## config.mk

```make
export PLATFORM = sky130hd
export DESIGN_NAME = amd_addr_decoder
export DESIGN_NICKNAME = d
export VERILOG_FILES = /design/src/core/amd_pkg.sv /design/src/core/amd_mode_latch.sv /design/src/core/amd_addr_decoder.sv
export SDC_FILE = /design/constraint.sdc
export NUM_CORES = 1
export LEC_CHECK = 0
export BUFFER_PORTS_ARGS = -buffer_cell sky130_fd_sc_hd__buf_4
export CAP_MARGIN = 20
export CORE_MARGIN = 2
export CORE_UTILIZATION = 52
export DETAILED_ROUTE_END_ITERATION = 7
export PLACE_DENSITY_LB_ADDON = 0.12
export SYNTH_ARGS = -nofsm -noshare
export SYNTH_HDL_FRONTEND = slang
export SYNTH_SLANG_ARGS = --single-unit
```

## constraint.sdc

```tcl
create_clock -name ref_clk_i -period 5 [get_ports ref_clk_i]
set_clock_uncertainty 0.1 [all_clocks]
set_input_delay 1 -clock ref_clk_i [delete_from_list [all_inputs] [get_ports ref_clk_i]]
set_output_delay 1 -clock ref_clk_i [all_outputs]
set_load 0.1 [all_outputs]
```

## src/core/amd_pkg.sv

```systemverilog
package amd_pkg;

	localparam int AMD_ADDR_W = 24;
	localparam int AMD_DATA_W = 16;

	// one flat byte range, fixed by the map
	localparam logic [AMD_ADDR_W-1:0] PFL_LO  = 24'h00_0000;
	localparam logic [AMD_ADDR_W-1:0] PFL_HI  = 24'h03_ffff;
	localparam logic [AMD_ADDR_W-1:0] DFL_LO  = 24'h0d_0000;
	localparam logic [AMD_ADDR_W-1:0] DFL_HI  = 24'h0d_1fff;
	localparam logic [AMD_ADDR_W-1:0] RAM_LO  = 24'h0e_0000;
	localparam logic [AMD_ADDR_W-1:0] RAM_HI  = 24'h0e_7fff;
	localparam logic [AMD_ADDR_W-1:0] CAN_LO  = 24'h0e_f000;
	localparam logic [AMD_ADDR_W-1:0] CAN_HI  = 24'h3f_ffff;
	localparam logic [AMD_ADDR_W-1:0] EXT1_LO = 24'h40_0000;
	localparam logic [AMD_ADDR_W-1:0] EXT1_HI = 24'h7f_ffff;
	localparam logic [AMD_ADDR_W-1:0] EXT2_LO = 24'h80_0000;
	localparam logic [AMD_ADDR_W-1:0] EXT2_HI = 24'hfe_ffff;
	localparam logic [AMD_ADDR_W-1:0] PER1_LO = 24'hff_f200;
	localparam logic [AMD_ADDR_W-1:0] PER1_HI = 24'hff_f5ff;
	localparam logic [AMD_ADDR_W-1:0] BREG_LO = 24'hff_f600;
	localparam logic [AMD_ADDR_W-1:0] BREG_HI = 24'hff_faff;
	localparam logic [AMD_ADDR_W-1:0] IOX_LO  = 24'hff_fb00;
	localparam logic [AMD_ADDR_W-1:0] IOX_HI  = 24'hff_fbff;
	localparam logic [AMD_ADDR_W-1:0] PER2_LO = 24'hff_fc00;
	localparam logic [AMD_ADDR_W-1:0] PER2_HI = 24'hff_ffff;

	typedef enum logic [3:0] {
		INTERNAL_BOOT_MODE        = 4'h1,
		EXTERNAL_BOOT_MODE        = 4'h2,
		DEVELOPMENT_MODE          = 4'h4,
		DEVELOPMENT_INTERNAL_MODE = 4'h8
	} amd_mode_t;

	typedef enum logic [8:0] {
		RG_NONE       = 9'h000,
		RG_PROG_FLASH = 9'h001,
		RG_DATA_FLASH = 9'h002,
		RG_SYS_RAM    = 9'h004,
		RG_CAN        = 9'h008,
		RG_EXT_Z1     = 9'h010,
		RG_EXT_Z2     = 9'h020,
		RG_PERIPH     = 9'h040,
		RG_BUS_REGS   = 9'h080,
		RG_IO_EXP     = 9'h100
	} amd_region_t;

	typedef enum logic [3:0] {
		ZN_NONE    = 4'h0,
		ZN_STATIC0 = 4'h1,
		ZN_STATIC1 = 4'h2,
		ZN_STATIC2 = 4'h4,
		ZN_IO      = 4'h8
	} amd_zone_t;

	typedef enum logic [2:0] {
		ST_IDLE  = 3'h1,
		ST_ISSUE = 3'h2,
		ST_DONE  = 3'h4
	} amd_state_t;

	typedef struct packed {
		logic                  write;
		logic [AMD_ADDR_W-1:0] addr;
		logic [AMD_DATA_W-1:0] wdata;
	} amd_req_t;

	typedef struct packed {
		amd_region_t region;
		amd_zone_t   zone;
		logic        ext;
	} amd_dec_t;

	localparam amd_dec_t AMD_DEC_IDLE = '{region: RG_NONE, zone: ZN_NONE, ext: 1'b0};

	function automatic logic amd_in_range(input logic [AMD_ADDR_W-1:0] a,
		input logic [AMD_ADDR_W-1:0] lo, input logic [AMD_ADDR_W-1:0] hi);
		return (a >= lo) && (a <= hi);
	endfunction

	// gaps fall through as RG_NONE
	function automatic amd_dec_t amd_decode(input logic [AMD_ADDR_W-1:0] a,
		input amd_mode_t m);
		amd_dec_t d;
		d = AMD_DEC_IDLE;
		if (a <= PFL_HI) begin // [RQ3] [RQ4] [RQ13]
			d = '{region: RG_PROG_FLASH, zone: ZN_STATIC0, ext: (m == DEVELOPMENT_MODE)};
		end else if (amd_in_range(a, DFL_LO, DFL_HI)) begin // [RQ5] [RQ13]
			d = '{region: RG_DATA_FLASH, zone: ZN_STATIC0, ext: (m == DEVELOPMENT_MODE)};
		end else if (amd_in_range(a, RAM_LO, RAM_HI)) begin
			d.region = RG_SYS_RAM;
		end else if (amd_in_range(a, CAN_LO, CAN_HI)) begin // [RQ6]
			d.region = RG_CAN;
		end else if (amd_in_range(a, EXT1_LO, EXT1_HI)) begin // [RQ7]
			d = '{region: RG_EXT_Z1, zone: ZN_STATIC1, ext: 1'b1};
		end else if (amd_in_range(a, EXT2_LO, EXT2_HI)) begin // [RQ8]
			d = '{region: RG_EXT_Z2, zone: ZN_STATIC2, ext: 1'b1};
		end else if (amd_in_range(a, PER1_LO, PER1_HI) || amd_in_range(a, PER2_LO, PER2_HI)) begin
			d.region = RG_PERIPH; // [RQ9]
		end else if (amd_in_range(a, BREG_LO, BREG_HI)) begin // [RQ10]
			d.region = RG_BUS_REGS;
		end else if (amd_in_range(a, IOX_LO, IOX_HI)) begin // [RQ12]
			d = '{region: RG_IO_EXP, zone: ZN_IO, ext: 1'b0};
		end
		return d;
	endfunction

endpackage

```

## src/core/amd_mode_latch.sv

```systemverilog
`timescale 1ns/100ps
`default_nettype none
module amd_mode_latch
	import amd_pkg::*;
(
	// clock and reset
	input  wire logic      ref_clk_i,
	input  wire logic      arst_n_i,
	// mode strap
	input  wire amd_mode_t mode_i,
	output var  amd_mode_t mode_o,
	output var  logic      valid_o
);

	amd_mode_t next_mode;
	logic      next_valid;

	// caught once after release; the strap may move later without effect
	always_comb begin
		next_mode  = mode_o;
		next_valid = 1'b1;
		if (!valid_o) begin
			unique case (mode_i)
				INTERNAL_BOOT_MODE,
				EXTERNAL_BOOT_MODE,
				DEVELOPMENT_MODE,
				DEVELOPMENT_INTERNAL_MODE: next_mode = mode_i;
				default:                   next_mode = INTERNAL_BOOT_MODE;
			endcase
		end
	end

	always_ff @(posedge ref_clk_i or negedge arst_n_i) begin
		if (!arst_n_i) begin
			mode_o  <= INTERNAL_BOOT_MODE;
			valid_o <= 1'b0;
		end else begin
			mode_o  <= next_mode;
			valid_o <= next_valid;
		end
	end

endmodule
`default_nettype wire

```

## src/core/amd_addr_decoder.sv

```systemverilog
// How it works
// (RQ1) one flat 16M-byte range, 24-bit address
// (RQ2) masters never touch reserved or unlisted addresses
// (RQ3) 00_0000-03_FFFF program flash, static zone 0
// (RQ4) zone 0 external only in development mode
// (RQ5) 0D_0000-0D_1FFF data flash, static zone 0
// (RQ6) from 0E_F000 CAN buffers, no zone
// (RQ7) 40_0000-7F_FFFF external, static zone 1
// (RQ8) 80_0000-FE_FFFF external, static zone 2
// (RQ9) peripheral and port ranges, no zone
// (RQ10) FF_F600-FF_FAFF unit registers, no zone
// (RQ11) one zone code drives shared timing
// (RQ12) FF_FB00-FF_FBFF I/O expansion, I/O zone
// (RQ13) development disables flash; internal variant keeps it
// (RQ14) at most one select, none when reserved
// (RQ15) reserved: read zero, drop write, flag error
`timescale 1ns/100ps
`default_nettype none
module amd_addr_decoder
	import amd_pkg::*;
(
	// clock and reset
	input  wire logic                  ref_clk_i,
	input  wire logic                  arst_n_i,
	// operating mode strap
	input  wire amd_mode_t             mode_i,
	// core bus side
	input  wire logic                  req_valid_i,
	input  wire amd_req_t              req_i,
	output var  logic                  req_ready_o,
	output var  logic                  ack_o,
	output var  logic [AMD_DATA_W-1:0] rdata_o,
	// decode error flag
	input  wire logic                  dec_err_clr_i,
	output var  logic                  dec_err_o,
	// target side
	output var  amd_dec_t              tgt_dec_o,
	output var  logic                  tgt_rd_o,
	output var  logic                  tgt_wr_o,
	output var  logic [AMD_ADDR_W-1:0] tgt_addr_o,
	output var  logic [AMD_DATA_W-1:0] tgt_wdata_o,
	input  wire logic [AMD_DATA_W-1:0] tgt_rdata_i
);

	amd_mode_t             mode;
	logic                  mode_ok;
	amd_state_t            st;
	amd_state_t            next_st;
	amd_req_t              cur;
	amd_req_t              next_cur;
	amd_dec_t              next_dec;
	amd_dec_t              req_dec;
	logic                  next_rd;
	logic                  next_wr;
	logic                  next_ack;
	logic                  next_ready;
	logic                  next_err;
	logic [AMD_DATA_W-1:0] next_rdata;
	logic                  take;
	logic                  hit;

	amd_mode_latch u_mode (
		.ref_clk_i (ref_clk_i),
		.arst_n_i  (arst_n_i),
		.mode_i    (mode_i),
		.mode_o    (mode),
		.valid_o   (mode_ok)
	);

	// flat decode from the one linear address [RQ1] [RQ14]
	assign req_dec = amd_decode(req_i.addr, mode);
	assign hit     = (req_dec.region != RG_NONE);
	assign take    = req_valid_i & req_ready_o;

	// address and data held from the taken request
	assign tgt_addr_o  = cur.addr;
	assign tgt_wdata_o = cur.wdata;

	always_comb begin
		next_st    = st;
		next_cur   = cur;
		next_dec   = tgt_dec_o;
		next_rd    = 1'b0;
		next_wr    = 1'b0;
		next_ack   = 1'b0;
		next_rdata = rdata_o;
		next_err   = dec_err_o & ~dec_err_clr_i;
		unique case (st)
			ST_IDLE: begin
				if (take) begin
					next_st  = ST_ISSUE;
					next_cur = req_i;
					// one zone code per access selects the shared timing set [RQ11]
					next_dec = req_dec;
					// no strobe reaches a target for a reserved address [RQ15]
					next_rd  = hit & ~req_i.write;
					next_wr  = hit & req_i.write;
					// set wins over a clear in the same cycle [RQ15]
					if (!hit) begin
						next_err = 1'b1;
					end
				end
			end
			ST_ISSUE: begin
				next_st  = ST_DONE;
				next_ack = 1'b1;
				next_dec = AMD_DEC_IDLE;
				// reserved reads and all writes answer zero [RQ15]
				if ((tgt_dec_o.region != RG_NONE) && !cur.write) begin
					next_rdata = tgt_rdata_i;
				end else begin
					next_rdata = '0;
				end
			end
			ST_DONE: begin
				next_st = ST_IDLE;
			end
		endcase
		// nothing is taken before the mode strap is caught
		next_ready = (next_st == ST_IDLE) & mode_ok;
	end

	always_ff @(posedge ref_clk_i or negedge arst_n_i) begin
		if (!arst_n_i) begin
			st          <= ST_IDLE;
			cur         <= '0;
			tgt_dec_o   <= AMD_DEC_IDLE;
			tgt_rd_o    <= 1'b0;
			tgt_wr_o    <= 1'b0;
			ack_o       <= 1'b0;
			rdata_o     <= '0;
			req_ready_o <= 1'b0;
			dec_err_o   <= 1'b0;
		end else begin
			st          <= next_st;
			cur         <= next_cur;
			tgt_dec_o   <= next_dec;
			tgt_rd_o    <= next_rd;
			tgt_wr_o    <= next_wr;
			ack_o       <= next_ack;
			rdata_o     <= next_rdata;
			req_ready_o <= next_ready;
			dec_err_o   <= next_err;
		end
	end

	a_one_select: assert property ( // [RQ14]
		@(posedge ref_clk_i) disable iff (!arst_n_i)
		$onehot0(tgt_dec_o.region) && ((st == ST_ISSUE) || (tgt_dec_o == AMD_DEC_IDLE))
	) else $error("more than one region select or stale select");

	a_prog_flash_map: assert property ( // [RQ3]
		@(posedge ref_clk_i) disable iff (!arst_n_i)
		(st == ST_ISSUE && cur.addr <= PFL_HI)
		|-> (tgt_dec_o.region == RG_PROG_FLASH) && (tgt_dec_o.zone == ZN_STATIC0)
	) else $error("program flash range decoded wrongly");

	a_data_flash_map: assert property ( // [RQ5]
		@(posedge ref_clk_i) disable iff (!arst_n_i)
		(st == ST_ISSUE && amd_in_range(cur.addr, DFL_LO, DFL_HI))
		|-> (tgt_dec_o.region == RG_DATA_FLASH) && (tgt_dec_o.zone == ZN_STATIC0)
	) else $error("data flash range decoded wrongly");

	a_zone0_route: assert property ( // [RQ4] [RQ13]
		@(posedge ref_clk_i) disable iff (!arst_n_i)
		(st == ST_ISSUE && tgt_dec_o.zone == ZN_STATIC0)
		|-> (tgt_dec_o.ext == (mode == DEVELOPMENT_MODE))
	) else $error("static zone 0 routed to the wrong side");

	a_can_map: assert property ( // [RQ6]
		@(posedge ref_clk_i) disable iff (!arst_n_i)
		(st == ST_ISSUE && amd_in_range(cur.addr, CAN_LO, CAN_HI))
		|-> (tgt_dec_o.region == RG_CAN) && (tgt_dec_o.zone == ZN_NONE) && !tgt_dec_o.ext
	) else $error("can range decoded wrongly");

	a_ext_zone1: assert property ( // [RQ7]
		@(posedge ref_clk_i) disable iff (!arst_n_i)
		(st == ST_ISSUE && amd_in_range(cur.addr, EXT1_LO, EXT1_HI))
		|-> (tgt_dec_o.region == RG_EXT_Z1) && (tgt_dec_o.zone == ZN_STATIC1) && tgt_dec_o.ext
	) else $error("external zone 1 decoded wrongly");

	a_ext_zone2: assert property ( // [RQ8]
		@(posedge ref_clk_i) disable iff (!arst_n_i)
		(st == ST_ISSUE && amd_in_range(cur.addr, EXT2_LO, EXT2_HI))
		|-> (tgt_dec_o.region == RG_EXT_Z2) && (tgt_dec_o.zone == ZN_STATIC2) && tgt_dec_o.ext
	) else $error("external zone 2 decoded wrongly");

	a_periph_map: assert property ( // [RQ9]
		@(posedge ref_clk_i) disable iff (!arst_n_i)
		(st == ST_ISSUE && (amd_in_range(cur.addr, PER1_LO, PER1_HI)
			|| amd_in_range(cur.addr, PER2_LO, PER2_HI)))
		|-> (tgt_dec_o.region == RG_PERIPH) && (tgt_dec_o.zone == ZN_NONE)
	) else $error("peripheral range decoded wrongly");

	a_unit_regs_map: assert property ( // [RQ10]
		@(posedge ref_clk_i) disable iff (!arst_n_i)
		(st == ST_ISSUE && amd_in_range(cur.addr, BREG_LO, BREG_HI))
		|-> (tgt_dec_o.region == RG_BUS_REGS) && (tgt_dec_o.zone == ZN_NONE)
	) else $error("unit register range decoded wrongly");

	a_io_zone_map: assert property ( // [RQ12]
		@(posedge ref_clk_i) disable iff (!arst_n_i)
		(st == ST_ISSUE && amd_in_range(cur.addr, IOX_LO, IOX_HI))
		|-> (tgt_dec_o.region == RG_IO_EXP) && (tgt_dec_o.zone == ZN_IO)
	) else $error("io expansion range decoded wrongly");

	a_zone_stable: assert property ( // [RQ11]
		@(posedge ref_clk_i) disable iff (!arst_n_i)
		(tgt_rd_o || tgt_wr_o) |-> (tgt_dec_o.zone == $past(req_dec.zone))
	) else $error("zone code does not follow the taken address");

	a_reserved_quiet: assert property ( // [RQ15]
		@(posedge ref_clk_i) disable iff (!arst_n_i)
		(st == ST_ISSUE && tgt_dec_o.region == RG_NONE)
		|-> (!tgt_rd_o && !tgt_wr_o && dec_err_o) ##1 (ack_o && rdata_o == '0)
	) else $error("reserved access reached a target or returned data");

	a_err_sticky: assert property ( // [RQ15]
		@(posedge ref_clk_i) disable iff (!arst_n_i)
		(dec_err_o && !dec_err_clr_i) |=> dec_err_o
	) else $error("decode error flag dropped without a clear");

	a_access_timing: assert property ( // [RQ1]
		@(posedge ref_clk_i) disable iff (!arst_n_i)
		take |=> (st == ST_ISSUE && !ack_o && !req_ready_o)
			##1 (ack_o && !req_ready_o)
			##1 (!ack_o && req_ready_o)
	) else $error("access handshake off its cycle plan");

	a_strobe_mapped: assert property ( // [RQ15]
		@(posedge ref_clk_i) disable iff (!arst_n_i)
		(tgt_rd_o || tgt_wr_o)
		|-> (st == ST_ISSUE) && (tgt_dec_o.region != RG_NONE) && (tgt_wr_o == cur.write)
			&& !(tgt_rd_o && tgt_wr_o)
	) else $error("target strobe outside a mapped access");

	a_read_data_path: assert property ( // [RQ1]
		@(posedge ref_clk_i) disable iff (!arst_n_i)
		(st == ST_ISSUE && tgt_rd_o) |=> ack_o && (rdata_o == $past(tgt_rdata_i))
	) else $error("read data not taken in the strobe cycle");

	// a reserved take beats a clear in the same cycle
	a_err_set_wins: assert property ( // [RQ15]
		@(posedge ref_clk_i) disable iff (!arst_n_i)
		(take && !hit) |=> dec_err_o
	) else $error("reserved take did not set the error flag");

	a_err_clear: assert property ( // [RQ15]
		@(posedge ref_clk_i) disable iff (!arst_n_i)
		(dec_err_clr_i && !(take && !hit)) |=> !dec_err_o
	) else $error("error flag not cleared");

	// a strap that moves after release must not reroute zone 0
	a_mode_frozen: assert property ( // [RQ13]
		@(posedge ref_clk_i) disable iff (!arst_n_i)
		mode_ok |=> $stable(mode)
	) else $error("mode changed after it was caught");

	a_ready_gated: assert property ( // [RQ13]
		@(posedge ref_clk_i) disable iff (!arst_n_i)
		!mode_ok |-> !req_ready_o
	) else $error("ready before the mode was caught");

	a_zone_region_pair: assert property ( // [RQ11]
		@(posedge ref_clk_i) disable iff (!arst_n_i)
		(st == ST_ISSUE)
		|-> ((tgt_dec_o.zone == ZN_NONE)
			== (tgt_dec_o.region inside {RG_NONE, RG_SYS_RAM, RG_CAN, RG_PERIPH, RG_BUS_REGS}))
	) else $error("zone code does not match the region");

	a_ext_static_only: assert property ( // [RQ4]
		@(posedge ref_clk_i) disable iff (!arst_n_i)
		tgt_dec_o.ext |-> (tgt_dec_o.zone inside {ZN_STATIC0, ZN_STATIC1, ZN_STATIC2})
	) else $error("external route outside a static zone");

	a_reserved_no_zone: assert property ( // [RQ14]
		@(posedge ref_clk_i) disable iff (!arst_n_i)
		(st == ST_ISSUE && tgt_dec_o.region == RG_NONE)
		|-> (tgt_dec_o.zone == ZN_NONE) && !tgt_dec_o.ext
	) else $error("reserved access carries a zone or route");

	a_addr_follows: assert property ( // [RQ1]
		@(posedge ref_clk_i) disable iff (!arst_n_i)
		(tgt_rd_o || tgt_wr_o)
		|-> (tgt_addr_o == $past(req_i.addr)) && (tgt_wdata_o == $past(req_i.wdata))
	) else $error("target address or data not from the taken request");

	a_ram_map: assert property ( // [RQ14]
		@(posedge ref_clk_i) disable iff (!arst_n_i)
		(st == ST_ISSUE && amd_in_range(cur.addr, RAM_LO, RAM_HI))
		|-> (tgt_dec_o.region == RG_SYS_RAM) && (tgt_dec_o.zone == ZN_NONE) && !tgt_dec_o.ext
	) else $error("system ram range decoded wrongly");

	a_idle_quiet: assert property ( // [RQ14]
		@(posedge ref_clk_i) disable iff (!arst_n_i)
		(st != ST_ISSUE) |-> !tgt_rd_o && !tgt_wr_o && (tgt_dec_o == AMD_DEC_IDLE)
	) else $error("target side active outside the issue cycle");

	a_ack_in_done: assert property ( // [RQ1]
		@(posedge ref_clk_i) disable iff (!arst_n_i)
		ack_o |-> (st == ST_DONE) && !req_ready_o
	) else $error("answer outside its cycle");

	// one access outstanding keeps the zone code unambiguous
	a_busy_not_ready: assert property ( // [RQ14]
		@(posedge ref_clk_i) disable iff (!arst_n_i)
		(st != ST_IDLE) |-> !req_ready_o
	) else $error("ready while an access is outstanding");

endmodule
`default_nettype wire

```

After elaboration in Yosys (flattened, before gate mapping)
Index checks and enable logic that the tools add are counted.
{ "op_classes": {"magnitude_cmp": 19, "n_eq_ne": 10, "mux": 27, "n_bitwise": 7, "n_reduce_logical": 18} }
{ "ops": {"columns": ["operator", "count"], "rows": [
  ["24-bit >= comparator, second input constant", 5],
  ["24-bit less-or-equal comparator, second input constant", 5],
  ["14-bit 2-to-1 mux", 6],
  ["24-bit by 20-bit >= comparator with 1-bit output, second input constant", 3],
  ["24-bit by 20-bit less-or-equal comparator with 1-bit output, second input constant", 2],
  ["9-bit 2-to-1 mux", 4],
  ["14-bit one-hot mux with 2 select lines", 1],
  ["24-bit by 23-bit >= comparator with 1-bit output, second input constant", 1],
  ["24-bit by 18-bit less-or-equal comparator with 1-bit output, second input constant", 1],
  ["24-bit by 22-bit less-or-equal comparator with 1-bit output, second input constant", 1],
  ["24-bit by 23-bit less-or-equal comparator with 1-bit output, second input constant", 1],
  ["5-bit 2-to-1 mux", 4],
  ["9-bit nonzero test", 2],
  ["16-bit 2-to-1 mux", 1],
  ["1-bit logical AND", 10],
  ["3-bit one-hot mux with 3 select lines", 1],
  ["4-bit by 3-bit equality test with 1-bit output, second input constant", 2],
  ["1-bit 2-to-1 mux", 8],
  ["3-bit by 1-bit equality test with 1-bit output, second input constant", 2],
  ["1-bit AND", 5],
  ["4-bit by 1-bit equality test with 1-bit output, second input constant", 1],
  ["4-bit by 2-bit equality test with 1-bit output, second input constant", 1],
  ["4-bit equality test, second input constant", 1],
  ["4-bit 2-to-1 mux", 1],
  ["other kinds (10)", 12]
]} }
{ "word_totals": {"reg_bits": 84, "inputBits": 65, "output_inout_bits": 75, "wordCells": 96} }

Longest topological paths before layout
Gate-level depths: netlist (run 1).
{ "depth": {"depth_word": 15, "ltp_mapped": 6} }

Cells and area by module
From an unflattened synthesis (run 1), not the netlist that was laid out.
{ "unflattened": {"cells_unflattened": 371, "area_unflattened_um2": 3594.7} }
{ "by_module_without_submodules": {"columns": ["mod", "instances", "cells_per_inst", "area_each_um2", "seq_area_each_um2"], "rows": [
  ["amd_addr_decoder", 1, 349, 3372.0, 1903.1],
  ["amd_mode_latch", 1, 22, 222.7, 126.4]
]} }

Worst setup path after synthesis (run 1)
No wires, ideal clock.
{ "synth_path": {"path_kind": "reg-to-output", "startpoint": "reg tgt_dec_o[13] (netlist bit)", "endpoint": "out tgt_dec_o[13] (netlist bit)", "arrival_time_ns": 1.356, "required_time_ns": 3.900, "setup_slack_ns": 2.544, "path_stages_with_launch": 2, "path_buffers": 1, "cell_sequence": "dfrtp_1 > buf_4"} }
{ "synth_lines": {"columns": ["item", "line", "source"], "rows": [
  ["start, declared", "amd_addr_decoder.sv:37", "output var amd_dec_t tgt_dec_o,"],
  ["start signal, assigned", "amd_addr_decoder.sv:137", "tgt_dec_o <= next_dec;"]
]} }
No word-level cell between the ends.

Worst setup path after layout (run 1)
{ "layout_path": {"startpoint": "in req_valid_i", "endpoint": "reg tgt_dec_o[13] (netlist bit)"} }
{ "layout_via": {"elab_chain_len": 3} }
{ "layout_rtl": {"columns": ["item", "line", "source"], "rows": [
  ["start, declared", "amd_addr_decoder.sv:28", "input wire logic req_valid_i,"],
  ["1-bit AND", "amd_addr_decoder.sv:73", "assign take = req_valid_i & req_ready_o;"],
  ["2-bit != test (no source line)", null, null],
  ["2-bit AND reduction (no source line)", null, null]
]} }
Every way passes these cells.
A chain may end at the register's enable or synchronous reset.

==> qor.csv, run 1 <==
stage;metric;value;unit
synth;Main synth FF type;dfrtp_1;
setup_path;WS Path Type;in -> reg;
cts;Clock Tree Root;clkbuf_8;
routing;first drt pass iteration count;4;
sta;max-slew violations;0;
cells_and_area;share of layout cells above drive strength 1;0.360;
synth;Synth area leaders;dfrtp_1, nand2_1, buf_4;
synth;top-area cell type share of the netlist area;0.551;
global_routing;Total GRT Usage;0.220;
floorplanning;Starting Density;0.531;
global_routing;initial antenna violation count;0;
global_routing;Overflow after GRT;0;
setup_path;Worst Setup Start Kind;input pin;
synth;register area share after synthesis;0.565;
cells_and_area;area delta synth->final;30.1;%
cts;post-cts sizing count;0;
sta;Tcrit/Tclk final;0.552;
sta;Slew HR;0.326;
synth;commonest cells in the netlist;nand2_1, dfrtp_1, buf_4, a22o_1;
setup_path;Slowest-stage cell, CP;or3_2;
cells_and_area;fin cells;560;
cells_and_area;n_diodes;0;
place;post-DP HPWL;5620;um
routing;Antenna Nets Post-Route;0;
pwr;VDD IR max;0.132;mV
run_status;outcome;complete, no violations;
cts;CTS H-Tree Depth;3;
sta;final hold violation count;0;
place;placed insts;541;
cells_and_area;# nets final;540;
place;port bufs;139;
pwr;Overall Power;1.32;mW
routing;Vias;2867;
place;Placer Congestion;0.776;
synth;Post-Syn Area per Cell;9.50;sq um
place;Place WS;1.85;ns
cts;cts bufs inserted;9;
setup_path;Arrival @ worst endpoint;2.92;ns
setup_path;Buf/Inv on CP;1;
synth;post-synthesis cell type count;36;
cts;Max clock buf depth;2;
setup_path;Max FO, Critical Path;57;
setup_path;Crit path required time;5.16;ns
setup_path;top cell family by delay on the critical path;simple AND/OR/NAND/NOR gates;
cts;Clock Sinks;81;
job;max-cap violations;0;
synth;syn nets;443;
sta;TNS Setup;0;ns
synth;synth warn;0;
synth;number of synthesized flops with an enable pin;0;
cts;clock-pin transition on the worst setup and hold timing paths;0.08;ns
floorplanning;I/O pin cnt;140;
synth;Mapped Area;0.00359;sq mm
pwr;leak pwr;2.57;nW
cts;CTS Hold Buffers Added;0;
sta;Least-Margin Pin Slew;1.01;ns
global_routing;vias in the first global route;2710;
cts;setup bufs post-CTS;0;
routing;via/cell ratio;5.12;
routing;post-DR wirelength/cell;14.4;um
floorplanning;core area;0.00676;sq mm
sta;RSZ-0062 raised after global routing;no;
synth;Cells after Synth;378;
synth;Synth area leader;dfrtp_1;
global_routing;largest net degree at the start of global routing;82;
pwr;power per cell area;282;mW/mm^2
setup_path;Cell Chain, Critical Path;buf_4 -> nand2_1 -> or3_2 -> or3_4 -> o31ai_2;
global_routing;first-pass GRT wire length;13000;um
floorplanning;die area;0.00759;sq mm
cts;worst skew pair latency;0.35;ns
cells_and_area;# fillers;554;
sta;final worst slack;2.24;ns
synth;FFs w/ async S/R, synth;1.00;
floorplanning;site row count;30;
setup_path;slowest stage delay, CP;0.91;ns
worst_hold_path;Tightest Hold Check Type;reg -> reg;
sta;fmax;0.363;GHz
routing;drc violations;0;
routing;WL final;8050;um
floorplanning;die height;87.1;um
synth;most numerous cell in the Yosys netlist;nand2_1;
cells_and_area;multi-input logic area;0.00117;sq mm
sta;Min Clock Period, post-route;2.76;ns
setup_path;crit end category;register;
cells_and_area;flip-flop and latch area;0.00203;sq mm
synth;flops & latches, synth;81;
sta;final setup violation count;0;
cts;CTS tree;built;
routing;DR iter-0 viols;177;
floorplanning;Die W;87.1;um
[area by class of cell]
cell class | count | area share
Timing Repair Buffer | 144 | 0.236
Clock inverter | 6 | 0.0246
Clock buffer | 10 | 0.0295
Sequential cell | 81 | 0.434
Inverter | 5 | 0.00402
Multi-Input combinational cell | 234 | 0.251
Tap cell | 80 | 0.0214
[layout by cell type (no fill, tap or decap), types with 3 or more instances in the layout]
cell type and n:
buf_4 142, nand2_1 136, dfrtp_1 79, a22o_1 16, nand3_1 15, clkbuf_8 10, nor2_1 9, o21ai_0 7
a21oi_1 6, o21ai_1 6, inv_1 5, nand2b_1 3, nor3_1 3, or4b_2 3, bufinv_16 3
[through the flow]
step                      hold WS [ns]  area (sq um)   util
after floorplan                  0.342          3590      -
after global placement           0.359          4380  0.648
after detailed placement         0.365          4380  0.648
after CTS                        0.381          4630  0.685
after global routing             0.399          4670  0.692
final                            0.376          4670  0.692
[routing by layer]
metal | up-vias | track usage | routed length (um)
li1 | 1400 | - | -
met3 | 15 | 0.0389 | 521
met2 | 88 | 0.340 | 3830
met5 | - | 0 | 0
met4 | 0 | 0.102 | 156
met1 | 1364 | 0.304 | 3550
[logic make-up after synthesis]
family	after synthesis	synth area share
and+or+nand+nor	186	0.229
DFF	81	0.565
AOI/OAI and AO/OA	45	0.0888
other	1	0.00104
buffers and inverters	63	0.111
xor gates and xnor gates	2	0.00488
[worst reg2reg max path: cells and delay by family (launching register included)]
kind             cells  cell delay (ns)
AND/OR/NAND/NOR      3             1.56
flip-flops           1             0.57
AO/OA/AOI/OAI        1             0.24
[final timing paths]
kind | startpoint | endpoint | slack [ns] | cells after the start
max | req_valid_i | tgt_dec_o[13] | 2.24 | 5
min | tgt_wdata_o[9] | tgt_wdata_o[9] | 0.38 | 2
max reg2reg | st[0] | tgt_dec_o[13] | 2.45 | 4
min reg2reg | tgt_wdata_o[9] | tgt_wdata_o[9] | 0.38 | 2
max in group asynchronous | arst_n_i | st[0] | 3.62 | 2
min in group asynchronous | arst_n_i | tgt_wdata_o[9] | 0.52 | 1
[power by group]
group          internal, mW  switching (mW)
registers             0.657         0.00168
logic                0.0401          0.0346
clock network         0.347           0.237
total                  1.04           0.274
[state kept, by name (all words and copies together) (netlist names)]
signal          cells
u_mode.mode_o       4
req_ready_o         1
dec_err_o           1
st                  3
cur                 1
tgt_wdata_o        16
rdata_o            16
tgt_dec_o          11
u_mode.valid_o      1
tgt_wr_o            1
tgt_addr_o         24
ack_o               1
tgt_rd_o            1
No activity file was read; power rests on OpenSTA's default activity.
==> run 2, diff against run 1 <==
--- a/config.mk
+++ b/config.mk
@@ -5,10 +5,11 @@
 export SDC_FILE = /design/constraint.sdc
 export NUM_CORES = 1
 export LEC_CHECK = 0
+export ABC_AREA = 1
 export BUFFER_PORTS_ARGS = -buffer_cell sky130_fd_sc_hd__buf_4
 export CAP_MARGIN = 20
 export CORE_MARGIN = 2
-export CORE_UTILIZATION = 52
+export CORE_UTILIZATION = 44
 export DETAILED_ROUTE_END_ITERATION = 7
 export PLACE_DENSITY_LB_ADDON = 0.12
 export SYNTH_ARGS = -nofsm -noshare
==> constraint.sdc (replaced) <==
create_clock -name ref_clk_i -period 2.36 [get_ports ref_clk_i]
set_clock_uncertainty 0.1 [all_clocks]
set_input_delay 0.472 -clock ref_clk_i [delete_from_list [all_inputs] [get_ports ref_clk_i]]
set_output_delay 0.472 -clock ref_clk_i [all_outputs]
set_load 0.1 [all_outputs]
==> qor.csv, run 2 <==
stage;metric;value;unit
run_status;outcome;complete, no violations;
sta;final hold violation count;0;
synth;Post-Syn Area per Cell;8.48;sq um
sta;Min Clock Period, post-route;1.69;ns
synth;syn nets;507;
pwr;leak pwr;2.63;nW
synth;number of synthesized flops with an enable pin;0;
cts;clock-pin transition on the worst setup and hold timing paths;0.08;ns
cells_and_area;n_diodes;0;
cells_and_area;most frequent cells in the layout;nand2_1, buf_4, dfrtp_1, inv_1, nand3_1;
sta;Fin Hold WS;0.213;ns
floorplanning;Starting Density;0.456;
global_routing;initial antenna violation count;0;
sta;RSZ-0062 raised after global routing;no;
pwr;Combinational Power Share;0.064;
global_routing;first-pass GRT wire length;12700;um
cts;Clock Tree Root;clkbuf_8;
floorplanning;core area;0.00822;sq mm
worst_hold_path;Tightest Hold Check Type;in -> reg;
pwr;VDD IR max;0.240;mV
global_routing;Total GRT Usage;0.180;
cells_and_area;leading cell type in the layout, fill and taps excluded;nand2_1;
global_routing;met3 GRT Util;0.0423;
setup_path;FF-to-FF setup slack;0.69;ns
setup_path;Buf/Inv on CP;1;
routing;Antenna Nets Post-Route;0;
synth;Main synth FF type;dfrtp_1;
pwr;switch share;0.217;
setup_path;crit end category;primary output;
routing;drc violations;0;
synth;top-area cell type share of the netlist area;0.528;
sta;max-slew violations;0;
sta;Slew HR;0.517;
synth;flops & latches, synth;81;
setup_path;reg2reg start;st[0];
synth;register area share after synthesis;0.542;
cells_and_area;# nets final;607;
synth;Synth area leader;dfrtp_1;
global_routing;vias in the first global route;2832;
place;post-DP HPWL;5960;um
cells_and_area;share of layout cells above drive strength 1;0.333;
synth;commonest cells in the netlist;nand2_1, dfrtp_1, buf_4, inv_1, nand3_1;
synth;FFs w/ async S/R, synth;1.00;
sta;Tcrit/Tclk final;0.715;
pwr;internal cell power;2.00;mW
synth;most numerous cell in the Yosys netlist;nand2_1;
pwr;power per cell area;533;mW/mm^2
cts;Clock Sinks;81;
setup_path;Reg2Reg Depth;10;
cts;worst skew pair latency;0.35;ns
cts;CTS H-Tree Depth;3;
cells_and_area;max reg flops;24;
global_routing;Overflow after GRT;0;
cts;setup bufs post-CTS;0;
setup_path;Arrival @ worst endpoint;1.11;ns
setup_path;Crit path required time;1.79;ns
global_routing;M2 GR Usage;0.296;
place;Placer Congestion;0.857;
cts;CTS tree;built;
pwr;Psw;0.554;mW
setup_path;Slowest-stage cell, CP;dfrtp_1;
setup_path;WS Path Type;reg -> out;
routing;DR iter-0 viols;76;
cts;post-cts sizing count;0;
pwr;Seq pwr share;0.547;
floorplanning;die height;96.3;um
routing;via/cell ratio;4.67;
worst_hold_path;WHS Endpoint;tgt_wdata_o[7];
floorplanning;I/O pin cnt;140;
routing;post-DR wirelength/cell;12.3;um
synth;post-synthesis cell type count;33;
sta;fmax;0.593;GHz
cts;CTS Hold Buffers Added;1;
floorplanning;die area;0.00927;sq mm
synth;Synth area leaders;dfrtp_1, nand2_1, buf_4;
cells_and_area;final instance area;0.00478;sq mm
sta;Least-Margin Pin Slew;0.722;ns
job;max-cap violations;0;
cells_and_area;# fillers;764;
routing;first drt pass iteration count;4;
global_routing;largest net degree at the start of global routing;60;
floorplanning;site row count;33;
floorplanning;Die W;96.3;um
setup_path;top cell family by delay on the critical path;flip-flops;
global_routing;grt met1 use;0.228;
place;port bufs;139;
global_routing;most crowded layer after global routing;met2;
place;dpl cell area;0.00458;sq mm
setup_path;Cell Chain, Critical Path;buf_4;
routing;Vias;3042;
setup_path;Max FO, Critical Path;4;
setup_path;Critical R2R Capture;tgt_dec_o[0];
setup_path;slowest stage delay, CP;0.44;ns
sta;final setup violation count;0;
worst_hold_path;HP Start;req_i[7];
setup_path;Worst Setup Start Kind;register;
synth;Mapped Area;0.00375;sq mm
routing;WL final;8030;um
cells_and_area;area delta synth->final;27.7;%
pwr;Clock power frac;0.389;
cts;Max clock buf depth;2;
sta;TNS Setup;0;ns
synth;Cells after Synth;442;
pwr;Overall Power;2.55;mW
cts;cts bufs inserted;9;
synth;synth warn;0;
worst_hold_path;hold depth;3;
==> run 2: through the flow <==
step	util	instances	worst slack [ns]
after floorplan	-	442	0.285
after global placement	0.557	635	0.604
after detailed placement	0.557	635	0.597
after CTS	0.582	652	0.655
after global routing	0.582	652	0.458
final	0.582	652	0.673
==> run 2: power groups by stage <==
stage	logic, mW	registers [mW]	clock network [mW]
final	0.163	1.40	0.994
after global placement	0.164	1.42	0
after detailed placement	0.165	1.42	0
after floorplan	0.0385	1.42	0
after CTS	0.167	1.39	1.04
after global routing	0.184	1.40	1.10
==> run 2: worst max-delay path by stage <==
stage / depth (start not counted) / end / startpoint / slack [ns]
3_3_place_gp: 8 / tgt_rd_o / req_valid_i / 0.60
5_1_grt: 4 / rdata_o[4] / tgt_dec_o[10] / 0.46
3_5_place_dp: 6 / tgt_dec_o[7] / req_valid_i / 0.60
2_1_floorplan: 7 / tgt_dec_o[10] / req_ready_o / 0.29
6_report: 1 / tgt_dec_o[3] / tgt_dec_o[10] / 0.67
4_1_cts: 1 / tgt_dec_o[3] / tgt_dec_o[10] / 0.66
==> run 2: cell type report <==
cell class | count | area, sq um | share of cell area
clock inverter | 4 | 51.3 | 0.0107
timing repair buffer | 147 | 1110 | 0.231
inverter | 32 | 120 | 0.0251
tap | 105 | 131 | 0.0275
sequential | 81 | 2030 | 0.424
clock buffer | 12 | 145 | 0.0303
multi-input combinational | 271 | 1200 | 0.251
==> run 2: routing by layer <==
layer | wire (um) | vias up | part of all wire
met2 | 3730 | 98 | 0.46
met3 | 513 | 12 | 0.064
met1 | 3650 | 1395 | 0.45
met5 | 0 | - | 0
li1 | - | 1537 | -
met4 | 136 | 0 | 0.017
==> run 2: worst min-delay path, delay by kind of cell <==
family	cells	cell delay, ns
simple gates	2	0.08
buf+inv	1	0.08
==> run 2: logic make-up (layout without fill, tap and decap cells) <==
kind of cell    Yosys count  in the layout  synth area share
simple gates            235            235             0.263
buf+inv                  90            195             0.138
flops                    81             81             0.542
compound gates           34             34            0.0544
other cells               1              1           0.00100
xor+xnor                  1              1           0.00234
